<file path="src/include/ubg_pkg.sv">
// shared constants, format struct and decode helpers for the uart block
package ubg_pkg;

    // register select codes on the two address lines
    localparam logic [1:0] ADDR_DATA = 2'h0;
    localparam logic [1:0] ADDR_CTRL = 2'h1;
    localparam logic [1:0] ADDR_RATE = 2'h2;
    localparam logic [1:0] ADDR_MODEM = 2'h3;

    // modem control register fields
    localparam int MC_DTR = 0;
    localparam int MC_RTS = 1;
    localparam int MC_IRQ_EN = 2;
    localparam int MC_MODEM_IRQ = 3;
    localparam int MC_RX_EN = 4;
    localparam int MC_TX_EN = 5;
    localparam int MC_MODE_LO = 6;
    localparam logic [1:0] MODE_NORMAL = 2'h0;
    localparam logic [1:0] MODE_ECHO = 2'h1;
    localparam logic [1:0] MODE_LOOP = 2'h2;
    localparam logic [1:0] MODE_BREAK = 2'h3;

    // rate select register fields: 18 rates times 4 prescales
    localparam int RS_CLKOUT = 7;
    localparam int RS_PRE_LO = 5;
    localparam logic [4:0] RATE_IDX_MAX = 5'h11;
    // 16x divisors of the eighteen rates, index 0 in the low word
    localparam logic [17:0][11:0] RATE_DIV = {
        12'h002, 12'h003, 12'h006, 12'h00C, 12'h010, 12'h018,
        12'h020, 12'h030, 12'h03A, 12'h040, 12'h060, 12'h0C0,
        12'h180, 12'h300, 12'h359, 12'h417, 12'h600, 12'h900};

    // line status and modem status bits
    localparam int LS_READY = 0;
    localparam int LS_OVERRUN = 1;
    localparam int LS_PARITY = 2;
    localparam int LS_FRAME = 3;
    localparam int LS_BREAK = 4;
    localparam int LS_TBE = 5;
    localparam int LS_DONE = 6;
    localparam int LS_MODEM = 7;
    localparam int MS_DCTS = 0;
    localparam int MS_DDSR = 1;
    localparam int MS_CTS = 4;
    localparam int MS_DSR = 5;

    // reset values
    localparam logic [7:0] CTRL_RESET = 8'h03;
    localparam logic [7:0] RATE_RESET = 8'h00;
    localparam logic [7:0] MODEM_RESET = 8'h00;

    // sixteen ticks per bit, start verified on tick seven
    localparam logic [3:0] TICK_LAST = 4'hF;
    localparam logic [3:0] TICK_MID = 4'h7;

    // character format, laid out as control register bits 4..0
    typedef struct packed {
        logic parity_even;
        logic parity_en;
        logic two_stop;
        logic [1:0] char_len;
    } ubg_fmt_t;

    typedef enum logic [1:0] {RX_IDLE, RX_START, RX_BITS} ubg_rx_state_t;

    // mask of the data bits in use for a character length code
    function automatic logic [7:0] char_mask(input logic [1:0] len);
        case (len)
            2'h0: char_mask = 8'h1F;
            2'h1: char_mask = 8'h3F;
            2'h2: char_mask = 8'h7F;
            default: char_mask = 8'hFF;
        endcase
    endfunction : char_mask

endpackage : ubg_pkg

</file>
<file path="src/design/ubg_uart.sv">
// uart with baud generator, modem lines and host register port
//
// Implementation choices: the register offsets and the strobed register port.
`timescale 1ns/1ps

// Function
// - clock pin: oscillator or sixteen-times baud clock; the oscillator is shown halved
// - generator offers seventy-two selectable rates
// - cts level in status, change raises irq
// - cts false blocks start, line held mark
// - character in flight finishes despite cts
// - loop mode ignores cts
// - short characters: upper bits ignored, read zero
// - bit zero is lsb, sent first
// - data bus driven only during selected read
// - ready set on load, cleared by read
// - dsr level in status, change raises irq
// - dtr low when its bit is one
// - rts low when its bit is one
// - master enable gates irq, modem enable gates changes
// - strobes ignored without chip select
// - read returns register chosen by address
// - reset idles, clears modem control and receive flags; empty and done set
// - receiver ignores serial input in loop or reset
// - serial output mark when disabled, blocked or idle
// - mark is high, space is low
// - buffer empty set on transfer, cleared on write
// - loop mode routes transmit into receiver
// - echo mode retransmits input, buffer not sent
// - break mode holds the line at space, buffer not sent
module ubg_uart (
    // clock and reset
    input wire logic sys_clk,
    input wire logic reset,
    // host register port
    input wire logic chip_select_n,
    input wire logic [1:0] reg_addr,
    input wire logic wr_stb,
    input wire logic rd_stb,
    input wire logic [7:0] data_in,
    output logic [7:0] data_out,
    output logic data_oe_n,
    // serial line
    input wire logic serial_in,
    output logic serial_out,
    // modem lines
    input wire logic cts_n,
    input wire logic dsr_n,
    output logic dtr_n,
    output logic rts_n,
    // status and clock pins
    output logic irq_out,
    output logic rx_char_ready,
    output logic tx_buffer_empty,
    output logic clock_output_pin
);
    // configuration registers and bus decode
    logic [7:0] ctrl_reg, rate_select_reg, modem_control_reg;
    ubg_pkg::ubg_fmt_t fmt;
    logic wr_take, rd_take;
    // pin synchronisers: serial_in, cts_n, dsr_n
    logic [2:0] sync_a, sync_b;
    logic sin_s, cts_true, dsr_true;
    // baud generator
    logic [11:0] divisor, div_cnt;
    logic [1:0] pre_cnt;
    logic tick16, osc_half, baud_sq;
    // transmit and receive sides
    logic [7:0] tx_buffer_reg, rx_buffer_reg, rx_data;
    logic tx_done_flag, tx_start, tx_busy, tx_line;
    logic rx_line, rx_done, rx_perr, rx_ferr, rx_brk;
    logic overrun, parity_flag, frame_flag, break_flag;
    // modem status and decoded mode
    logic cts_prev, dsr_prev, delta_cts, delta_dsr;
    logic [1:0] mode;
    logic loop_mode, cts_ok, next_irq;
    logic [7:0] line_status, modem_status;

    // strobes count only with chip select low
    assign wr_take = wr_stb && !chip_select_n;
    assign rd_take = rd_stb && !chip_select_n;

    assign fmt = ubg_pkg::ubg_fmt_t'(ctrl_reg[4:0]);
    assign mode = modem_control_reg[ubg_pkg::MC_MODE_LO +: 2];
    assign loop_mode = (mode == ubg_pkg::MODE_LOOP);
    assign cts_ok = cts_true || loop_mode;

    // two flops on every serial and modem pin input before any logic looks at it
    always_ff @(posedge sys_clk or posedge reset)
    begin
        if (reset)
        begin
            sync_a <= 3'h7;
            sync_b <= 3'h7;
        end
        else
        begin
            sync_a <= {dsr_n, cts_n, serial_in};
            sync_b <= sync_a;
        end
    end

    assign sin_s = sync_b[0];
    assign cts_true = !sync_b[1];
    assign dsr_true = !sync_b[2];

    // control and rate registers; the data path gets its own process
    always_ff @(posedge sys_clk or posedge reset)
    begin
        if (reset)
        begin
            ctrl_reg <= ubg_pkg::CTRL_RESET;
            rate_select_reg <= ubg_pkg::RATE_RESET;
        end
        else if (wr_take)
        begin
            if (reg_addr == ubg_pkg::ADDR_CTRL)
                ctrl_reg <= data_in;
            if (reg_addr == ubg_pkg::ADDR_RATE)
                rate_select_reg <= data_in;
        end
    end

    // modem control and its pins; reset clears all, so the block idles
    always_ff @(posedge sys_clk or posedge reset)
    begin
        if (reset)
        begin
            modem_control_reg <= ubg_pkg::MODEM_RESET;
            dtr_n <= 1'b1;
            rts_n <= 1'b1;
        end
        else if (wr_take && reg_addr == ubg_pkg::ADDR_MODEM)
        begin
            modem_control_reg <= data_in;
            dtr_n <= !data_in[ubg_pkg::MC_DTR];
            rts_n <= !data_in[ubg_pkg::MC_RTS];
        end
    end

    // baud generator: divisor times prescale gives the 16x tick
    assign divisor = ubg_pkg::RATE_DIV[
        (rate_select_reg[4:0] > ubg_pkg::RATE_IDX_MAX) ?
        ubg_pkg::RATE_IDX_MAX : rate_select_reg[4:0]];

    always_ff @(posedge sys_clk or posedge reset)
    begin
        if (reset)
        begin
            div_cnt <= 12'h000;
            pre_cnt <= 2'h0;
            tick16 <= 1'b0;
        end
        else if (div_cnt >= divisor - 12'h001)
        begin
            div_cnt <= 12'h000;
            if (pre_cnt >= rate_select_reg[ubg_pkg::RS_PRE_LO +: 2])
            begin
                pre_cnt <= 2'h0;
                tick16 <= 1'b1;
            end
            else
            begin
                pre_cnt <= pre_cnt + 2'h1;
                tick16 <= 1'b0;
            end
        end
        else
        begin
            div_cnt <= div_cnt + 12'h001;
            tick16 <= 1'b0;
        end
    end

    // clock pin; a flop cannot pass its own clock: osc shows halved
    always_ff @(posedge sys_clk or posedge reset)
    begin
        if (reset)
        begin
            osc_half <= 1'b0;
            baud_sq <= 1'b0;
            clock_output_pin <= 1'b0;
        end
        else
        begin
            osc_half <= !osc_half;
            baud_sq <= (pre_cnt == 2'h0) && (div_cnt < (divisor >> 1));
            clock_output_pin <= rate_select_reg[ubg_pkg::RS_CLKOUT] ?
                                baud_sq : osc_half;
        end
    end

    // buffer hand-off: only when shifter is idle and cts allows
    assign tx_start = !tx_buffer_empty && !tx_busy && cts_ok
        && modem_control_reg[ubg_pkg::MC_TX_EN]
        && (mode == ubg_pkg::MODE_NORMAL || loop_mode);

    // transmit buffer and its flags; a write beats a same-cycle transfer
    always_ff @(posedge sys_clk or posedge reset)
    begin
        if (reset)
        begin
            tx_buffer_reg <= 8'h00;
            tx_buffer_empty <= 1'b1;
            tx_done_flag <= 1'b1;
        end
        else
        begin
            if (wr_take && reg_addr == ubg_pkg::ADDR_DATA)
            begin
                tx_buffer_reg <= data_in &
                    ubg_pkg::char_mask(fmt.char_len);
                tx_buffer_empty <= 1'b0;
            end
            else if (tx_start)
                tx_buffer_empty <= 1'b1;
            tx_done_flag <= tx_buffer_empty && !tx_busy && !tx_start;
        end
    end

    ubg_tx u_tx (
        .sys_clk(sys_clk),
        .reset(reset),
        .tick16(tick16),
        .start(tx_start),
        .data(tx_buffer_reg),
        .fmt(fmt),
        .busy(tx_busy),
        .line(tx_line)
    );

    // loop mode feeds the shifter into the receiver, never the pin
    assign rx_line = loop_mode ? tx_line : sin_s;

    ubg_rx u_rx (
        .sys_clk(sys_clk),
        .reset(reset),
        .tick16(tick16),
        .enable(modem_control_reg[ubg_pkg::MC_RX_EN]),
        .line(rx_line),
        .fmt(fmt),
        .done(rx_done),
        .data(rx_data),
        .parity_err(rx_perr),
        .frame_err(rx_ferr),
        .brk(rx_brk)
    );

    // receive buffer and status; a new event wins over a clearing read
    always_ff @(posedge sys_clk or posedge reset)
    begin
        if (reset)
        begin
            rx_buffer_reg <= 8'h00;
            rx_char_ready <= 1'b0;
            overrun <= 1'b0;
            parity_flag <= 1'b0;
            frame_flag <= 1'b0;
            break_flag <= 1'b0;
        end
        else
        begin
            if (rx_done)
                rx_buffer_reg <= rx_data;
            rx_char_ready <= rx_done || (rx_char_ready && !(rd_take
                && reg_addr == ubg_pkg::ADDR_DATA));
            if (rd_take && reg_addr == ubg_pkg::ADDR_CTRL)
            begin
                overrun <= rx_done && rx_char_ready;
                parity_flag <= rx_done && rx_perr;
                frame_flag <= rx_done && rx_ferr;
                break_flag <= rx_done && rx_brk;
            end
            else if (rx_done)
            begin
                overrun <= overrun || rx_char_ready;
                parity_flag <= parity_flag || rx_perr;
                frame_flag <= frame_flag || rx_ferr;
                break_flag <= break_flag || rx_brk;
            end
        end
    end

    // modem deltas; dsr feeds nothing but status and irq
    always_ff @(posedge sys_clk or posedge reset)
    begin
        if (reset)
        begin
            cts_prev <= 1'b0;
            dsr_prev <= 1'b0;
            delta_cts <= 1'b0;
            delta_dsr <= 1'b0;
        end
        else
        begin
            cts_prev <= cts_true;
            dsr_prev <= dsr_true;
            if (cts_prev != cts_true)
                delta_cts <= 1'b1;
            else if (rd_take && reg_addr == ubg_pkg::ADDR_RATE)
                delta_cts <= 1'b0;
            if (dsr_prev != dsr_true)
                delta_dsr <= 1'b1;
            else if (rd_take && reg_addr == ubg_pkg::ADDR_RATE)
                delta_dsr <= 1'b0;
        end
    end

    // serial pin: mark unless a path is open; a character in flight
    // keeps the line after cts drops, so the far end never sees it cut
    always_ff @(posedge sys_clk or posedge reset)
    begin
        if (reset)
            serial_out <= 1'b1;
        else if (!modem_control_reg[ubg_pkg::MC_TX_EN] || loop_mode
            || (!cts_true && !(mode == ubg_pkg::MODE_NORMAL && tx_busy)))
            serial_out <= 1'b1;
        else if (mode == ubg_pkg::MODE_ECHO)
            serial_out <= sin_s;
        else if (mode == ubg_pkg::MODE_BREAK)
            serial_out <= 1'b0;
        else
            serial_out <= tx_line;
    end

    // status words as read by the host
    assign line_status = {delta_cts || delta_dsr, tx_done_flag,
        tx_buffer_empty, break_flag, frame_flag, parity_flag, overrun,
        rx_char_ready};
    assign modem_status = {2'h0, dsr_true, cts_true, 2'h0, delta_dsr,
        delta_cts};

    // interrupt: master enable gates all; modem enable gates deltas
    assign next_irq = modem_control_reg[ubg_pkg::MC_IRQ_EN] &&
        (rx_char_ready || tx_buffer_empty || overrun || parity_flag
         || frame_flag || break_flag
         || (modem_control_reg[ubg_pkg::MC_MODEM_IRQ]
             && (delta_cts || delta_dsr)));

    always_ff @(posedge sys_clk or posedge reset)
    begin
        if (reset)
            irq_out <= 1'b0;
        else
            irq_out <= next_irq;
    end

    // read data stands for one cycle; bus released otherwise
    always_ff @(posedge sys_clk or posedge reset)
    begin
        if (reset)
        begin
            data_out <= 8'h00;
            data_oe_n <= 1'b1;
        end
        else
        begin
            data_oe_n <= !rd_take;
            if (rd_take)
            begin
                case (reg_addr)
                    ubg_pkg::ADDR_DATA: data_out <= rx_buffer_reg;
                    ubg_pkg::ADDR_CTRL: data_out <= line_status;
                    ubg_pkg::ADDR_RATE: data_out <= modem_status;
                    default: data_out <= modem_control_reg;
                endcase
            end
            else
                data_out <= 8'h00;
        end
    end
endmodule : ubg_uart

</file>
<file path="src/design/ubg_tx.sv">
// transmit shift register: frames one character, lsb first
`timescale 1ns/1ps
module ubg_tx (
    // clock and reset
    input wire logic sys_clk,
    input wire logic reset,
    // control
    input wire logic tick16,
    input wire logic start,
    input wire logic [7:0] data,
    input wire ubg_pkg::ubg_fmt_t fmt,
    // status and line
    output logic busy,
    output logic line
);
    logic [11:0] shreg;
    logic [11:0] next_frame;
    logic [3:0] bits_left;
    logic [3:0] next_count;
    logic [3:0] tick_cnt;
    logic [3:0] dlen;
    logic par;

    // build the whole frame: start, data lsb first, parity, stops
    always_comb
    begin
        dlen = 4'h5 + {2'h0, fmt.char_len};
        par = fmt.parity_even ? ^data : ~^data;
        next_frame = 12'hFFF;
        next_frame[0] = 1'b0;
        for (int i = 0; i < 8; i++)
        begin
            if (i < int'(dlen))
                next_frame[i + 1] = data[i];
        end
        if (fmt.parity_en)
            next_frame[dlen + 4'h1] = par;
        next_count = dlen + 4'h2 + {3'h0, fmt.parity_en}
                     + {3'h0, fmt.two_stop};
    end

    // shift one bit out per sixteen ticks
    always_ff @(posedge sys_clk or posedge reset)
    begin
        if (reset)
        begin
            shreg <= 12'hFFF;
            bits_left <= 4'h0;
            tick_cnt <= 4'h0;
            busy <= 1'b0;
        end
        else if (start)
        begin
            shreg <= next_frame;
            bits_left <= next_count;
            tick_cnt <= 4'h0;
            busy <= 1'b1;
        end
        else if (busy && tick16)
        begin
            tick_cnt <= tick_cnt + 4'h1;
            if (tick_cnt == ubg_pkg::TICK_LAST)
            begin
                shreg <= {1'b1, shreg[11:1]};
                bits_left <= bits_left - 4'h1;
                if (bits_left == 4'h1)
                    busy <= 1'b0;
            end
        end
    end

    assign line = busy ? shreg[0] : 1'b1;
endmodule : ubg_tx

</file>
<file path="src/design/ubg_rx.sv">
// receive shift logic: start verify, centre sampling, error checks
`timescale 1ns/1ps
module ubg_rx (
    // clock and reset
    input wire logic sys_clk,
    input wire logic reset,
    // control
    input wire logic tick16,
    input wire logic enable,
    input wire logic line,
    input wire ubg_pkg::ubg_fmt_t fmt,
    // result
    output logic done,
    output logic [7:0] data,
    output logic parity_err,
    output logic frame_err,
    output logic brk
);
    ubg_pkg::ubg_rx_state_t state;
    logic prev;
    logic [3:0] tick_cnt;
    logic [3:0] bit_idx;
    logic [9:0] bits;
    logic [3:0] dlen;
    logic [3:0] nbits;
    logic par_bit;
    logic stop_bit;

    assign dlen = 4'h5 + {2'h0, fmt.char_len};
    assign nbits = dlen + 4'h1 + {3'h0, fmt.parity_en};

    // sample on ticks; a low glitch that is gone by mid start is dropped
    always_ff @(posedge sys_clk or posedge reset)
    begin
        if (reset)
        begin
            state <= ubg_pkg::RX_IDLE;
            prev <= 1'b1;
            tick_cnt <= 4'h0;
            bit_idx <= 4'h0;
            bits <= 10'h000;
            done <= 1'b0;
        end
        else
        begin
            done <= 1'b0;
            if (!enable)
                state <= ubg_pkg::RX_IDLE;
            else if (tick16)
            begin
                prev <= line;
                tick_cnt <= tick_cnt + 4'h1;
                case (state)
                    ubg_pkg::RX_IDLE:
                        if (prev && !line)
                        begin
                            state <= ubg_pkg::RX_START;
                            tick_cnt <= 4'h0;
                        end
                    ubg_pkg::RX_START:
                        if (tick_cnt == ubg_pkg::TICK_MID)
                        begin
                            tick_cnt <= 4'h0;
                            bit_idx <= 4'h0;
                            state <= line ? ubg_pkg::RX_IDLE
                                          : ubg_pkg::RX_BITS;
                        end
                    ubg_pkg::RX_BITS:
                        if (tick_cnt == ubg_pkg::TICK_LAST)
                        begin
                            bits[bit_idx] <= line;
                            bit_idx <= bit_idx + 4'h1;
                            if (bit_idx == nbits - 4'h1)
                            begin
                                done <= 1'b1;
                                state <= ubg_pkg::RX_IDLE;
                            end
                        end
                    default: state <= ubg_pkg::RX_IDLE;
                endcase
            end
        end
    end

    // unused upper data bits read as zero
    assign data = bits[7:0] & ubg_pkg::char_mask(fmt.char_len);
    assign par_bit = bits[dlen];
    assign stop_bit = bits[nbits - 4'h1];
    assign parity_err = fmt.parity_en &&
        (par_bit != (fmt.parity_even ? ^data : ~^data));
    assign frame_err = !stop_bit;
    assign brk = (data == 8'h00) && !stop_bit &&
        !(fmt.parity_en && par_bit);
endmodule : ubg_rx

</file>
<file path="config.mk">
export PLATFORM = sky130hd
export DESIGN_NAME = ubg_uart
export DESIGN_NICKNAME = d
export VERILOG_FILES = /design/src/include/ubg_pkg.sv /design/src/design/ubg_uart.sv /design/src/design/ubg_tx.sv /design/src/design/ubg_rx.sv
export SDC_FILE = /design/constraint.sdc
export NUM_CORES = 1
export LEC_CHECK = 0
export BUFFER_PORTS_ARGS = -buffer_cell sky130_fd_sc_hd__buf_2
export CAP_MARGIN = 30
export CELL_PAD_IN_SITES_DETAIL_PLACEMENT = 1
export CELL_PAD_IN_SITES_GLOBAL_PLACEMENT = 2
export CORE_MARGIN = 3
export CORE_UTILIZATION = 44
export DETAILED_ROUTE_END_ITERATION = 12
export GPL_TIMING_DRIVEN = 0
export PLACE_DENSITY = 0.87
export SYNTH_ARGS = -nofsm -noshare
export SYNTH_HDL_FRONTEND = slang
export SYNTH_SLANG_ARGS = --single-unit
export TNS_END_PERCENT = 20
</file>
<file path="constraint.sdc">
create_clock -name sys_clk -period 11.25 [get_ports sys_clk]
set_clock_uncertainty 0.2 [all_clocks]
set_input_delay 1.125 -clock sys_clk [delete_from_list [all_inputs] [get_ports sys_clk]]
set_output_delay 1.125 -clock sys_clk [all_outputs]
set_load 0.01 [all_outputs]
</file>
==> summary.txt <==
STA
  • Worst slew pin tran: 0.867 ns
  • Final Cycle Share: 0.394
  • Final setup margin: 6.82 ns
  • Fin. max-slew vios: 0
  • Min Hold Slack: 0.156 ns
  • Setup TNS: 0 ns
  • Final hold vios: 0
  • Setup Viol. Count Final: 0
  • RSZ-0062 raised after global routing: no
  • Fmax: 0.226 GHz
  • Max transition margin: 0.420
  • Fin crit period: 4.43 ns

Route
  • Vias: 5536
  • DRC: 0
  • DRT iter0 DRCs: 275
  • Routed wire length: 19.8 mm
  • Routed vias/inst: 5.61
  • DR WL/cell: 20.0 um
  • Post-route ant nets: 0
  • TritonRoute pass-1 iters: 4

Cells and area
  • Area Growth Syn to Fin: 14.8%
  • Layout Nets: 836
  • Antenna cells: 0
  • Largest regs: div_cnt x12, u_tx.shreg x12, u_rx.bits x10
  • Finished Cell Area: 0.00849 mm2
  • Non-filler instance count after layout: 987
  • Share of layout cells above drive strength 1: 0.211
  • Post-Route Utilization: 0.525

Synth
  • Post-synthesis sequential area ratio: 0.438
  • Most frequent cell after synthesis: dfrtp_1
  • FF+latch count, synth: 128
  • Synth area leaders: dfrtp_1 34%, ha_1 10%, dfstp_2 9.6%
  • FFs w/ async S/R, synth: 1.00
  • Unique masters post-synth: 80
  • Post-synth top area cell: dfrtp_1
  • EDFF count, synth: 0
  • Synth Flop Type: dfrtp_1
  • Yosys top cell area share: 0.342
  • Syn nets: 784
  • Synthesized area: 0.00739 mm2
  • Synth cell count leaders: 101 x dfrtp_1, 75 x nand2_1, 59 x ha_1
  • Syn Inst Count: 706
  • Ys Warns: 0
  • Mean Syn Cell Area: 10.5 um2

Pwr
  • Total power: 1.84 mW
  • Power density over cell area: 217 mW/mm2
  • Leakage: 3.74 nW
  • Maximum VDD drop: 0.123 mV

Die
  • Full die area: 0.0184 mm2
  • # IOs: 34
  • Rows: 46
  • Core Area: 0.0162 mm2
  • Die height: 136 um
  • Initial Util: 0.457
  • Die W: 136 um

Clocking
  • Clk sink count: 128
  • CTS buffer count: 17
  • CTS Buffer Depth: 2
  • Clock slew at reported path FFs: 0.06 ns
  • CTS H-tree depth: 4
  • Post-CTS Resized: 0
  • CTS tree: yes
  • Post-CTS setup buffer count: 0
  • Root Driver: clkbuf_16
  • Hold buffers post-CTS: 0
  • Worst-Skew Late Latency: 0.42 ns

Placed design
  • DP Worst Slack: 6.79 ns
  • IO Port Bufs: 32
  • Number of instances in the placed design: 955
  • Hpwl dp: 14.6 mm
  • Gpl congestion: 0.827
  • Placed Area: 0.00786 mm2

Run status
  • Status: complete, no violations

Worst hold path
  • HP Class: reg2reg
  • Hold path start: sync_a[0]

Worst setup path
  • FF-to-FF Start: rate_select_reg[4]
  • CP Class: reg2reg
  • CP required: 11.35 ns
  • R2r setup slk: 6.82 ns
  • Crit path DAT: 4.53 ns
  • Worst setup EP type: register
  • CP Launch Point: rate_select_reg[4]
  • Worst setup SP type: register
  • Critical path fanouts, max: 10

Job
  • Max cap viols: 0

Global route
  • Antenna violations before repair: 1
  • All-layer global routing usage: 0.231
  • Vias in the first global route: 6009
  • GR Overflow Total: 0
  • First-pass GRT wire length: 32.7 mm
  • Pin count of the biggest net entering global routing: 66
-- where the power goes --
group | switching [mW] | total (mW) | internal, mW
Clock | 0.219 | 0.592 | 0.373
Sequential | 0.0987 | 0.665 | 0.566
Combinational | 0.325 | 0.587 | 0.262
Total | 0.643 | 1.84 | 1.20
-- final cells by class --
cell class	count	area [um2]
flip-flops and latches	128	3240
multi-input cells	514	3890
well taps	216	270
clock inverters	15	208
clock buffers	17	425
fillers	1792	7680
inverters	39	151
repair buffers	33	188
plain buffers	25	121
-- cell usage in the layout, fill, tap and decap left out, drive strengths merged, types with 8 or more instances in the layout --
master / n
nand2: 75
nand2b: 14
clkbuf: 28
dfstp: 27
xnor2: 24
nand3: 21
dfrtp: 101
mux2i: 26
buf: 47
nor2b: 12
ha: 59
inv: 42
xor2: 21
a21oi: 23
nor2: 48
mux2: 34
a31oi: 8
o21ai: 46
-- worst paths after layout --
kind                                          end  cells past startpoint
worst min register to register          sync_b[0]                      0
worst max-delay path                   div_cnt[6]                     18
worst max register to register         div_cnt[6]                     18
worst min-delay path                    sync_b[0]                      0
max in group asynchronous                   dtr_n                      3
min in group asynchronous       u_tx.bits_left[0]                      2
-- kinds of logic after synthesis --
kind of cell,Yosys count,share of synthesized area
simple gates,219,0.153
flops,128,0.438
buf+inv,64,0.0362
xor+xnor,46,0.0563
mux,66,0.105
compound gates,123,0.109
fa+ha+maj,60,0.103
-- layer usage --
layer,share of wire,track usage
met4,0.019,0.0773
met2,0.51,0.387
met1,0.44,0.303
met3,0.029,0.0409
met5,0.00096,0
-- worst max-delay path, stage by stage (launching register included) --
cell and delay (ns):
dfrtp_1 0.33, buf_4 0.15, clkbuf_1 0.34, o31ai_1 0.17, nand2b_1 0.15, inv_1 0.08
ha_1 0.19, nor3b_1 0.15, a31oi_2 0.27, a21oi_1 0.11, and2b_1 0.30, nand3_1 0.11
xnor2_1 0.15, ha_1 0.29, nand4_1 0.11, o311a_1 0.38, nor3_2 0.42, buf_2 0.32
nor2_1 0.09
(Power assumes the default switching activity.)
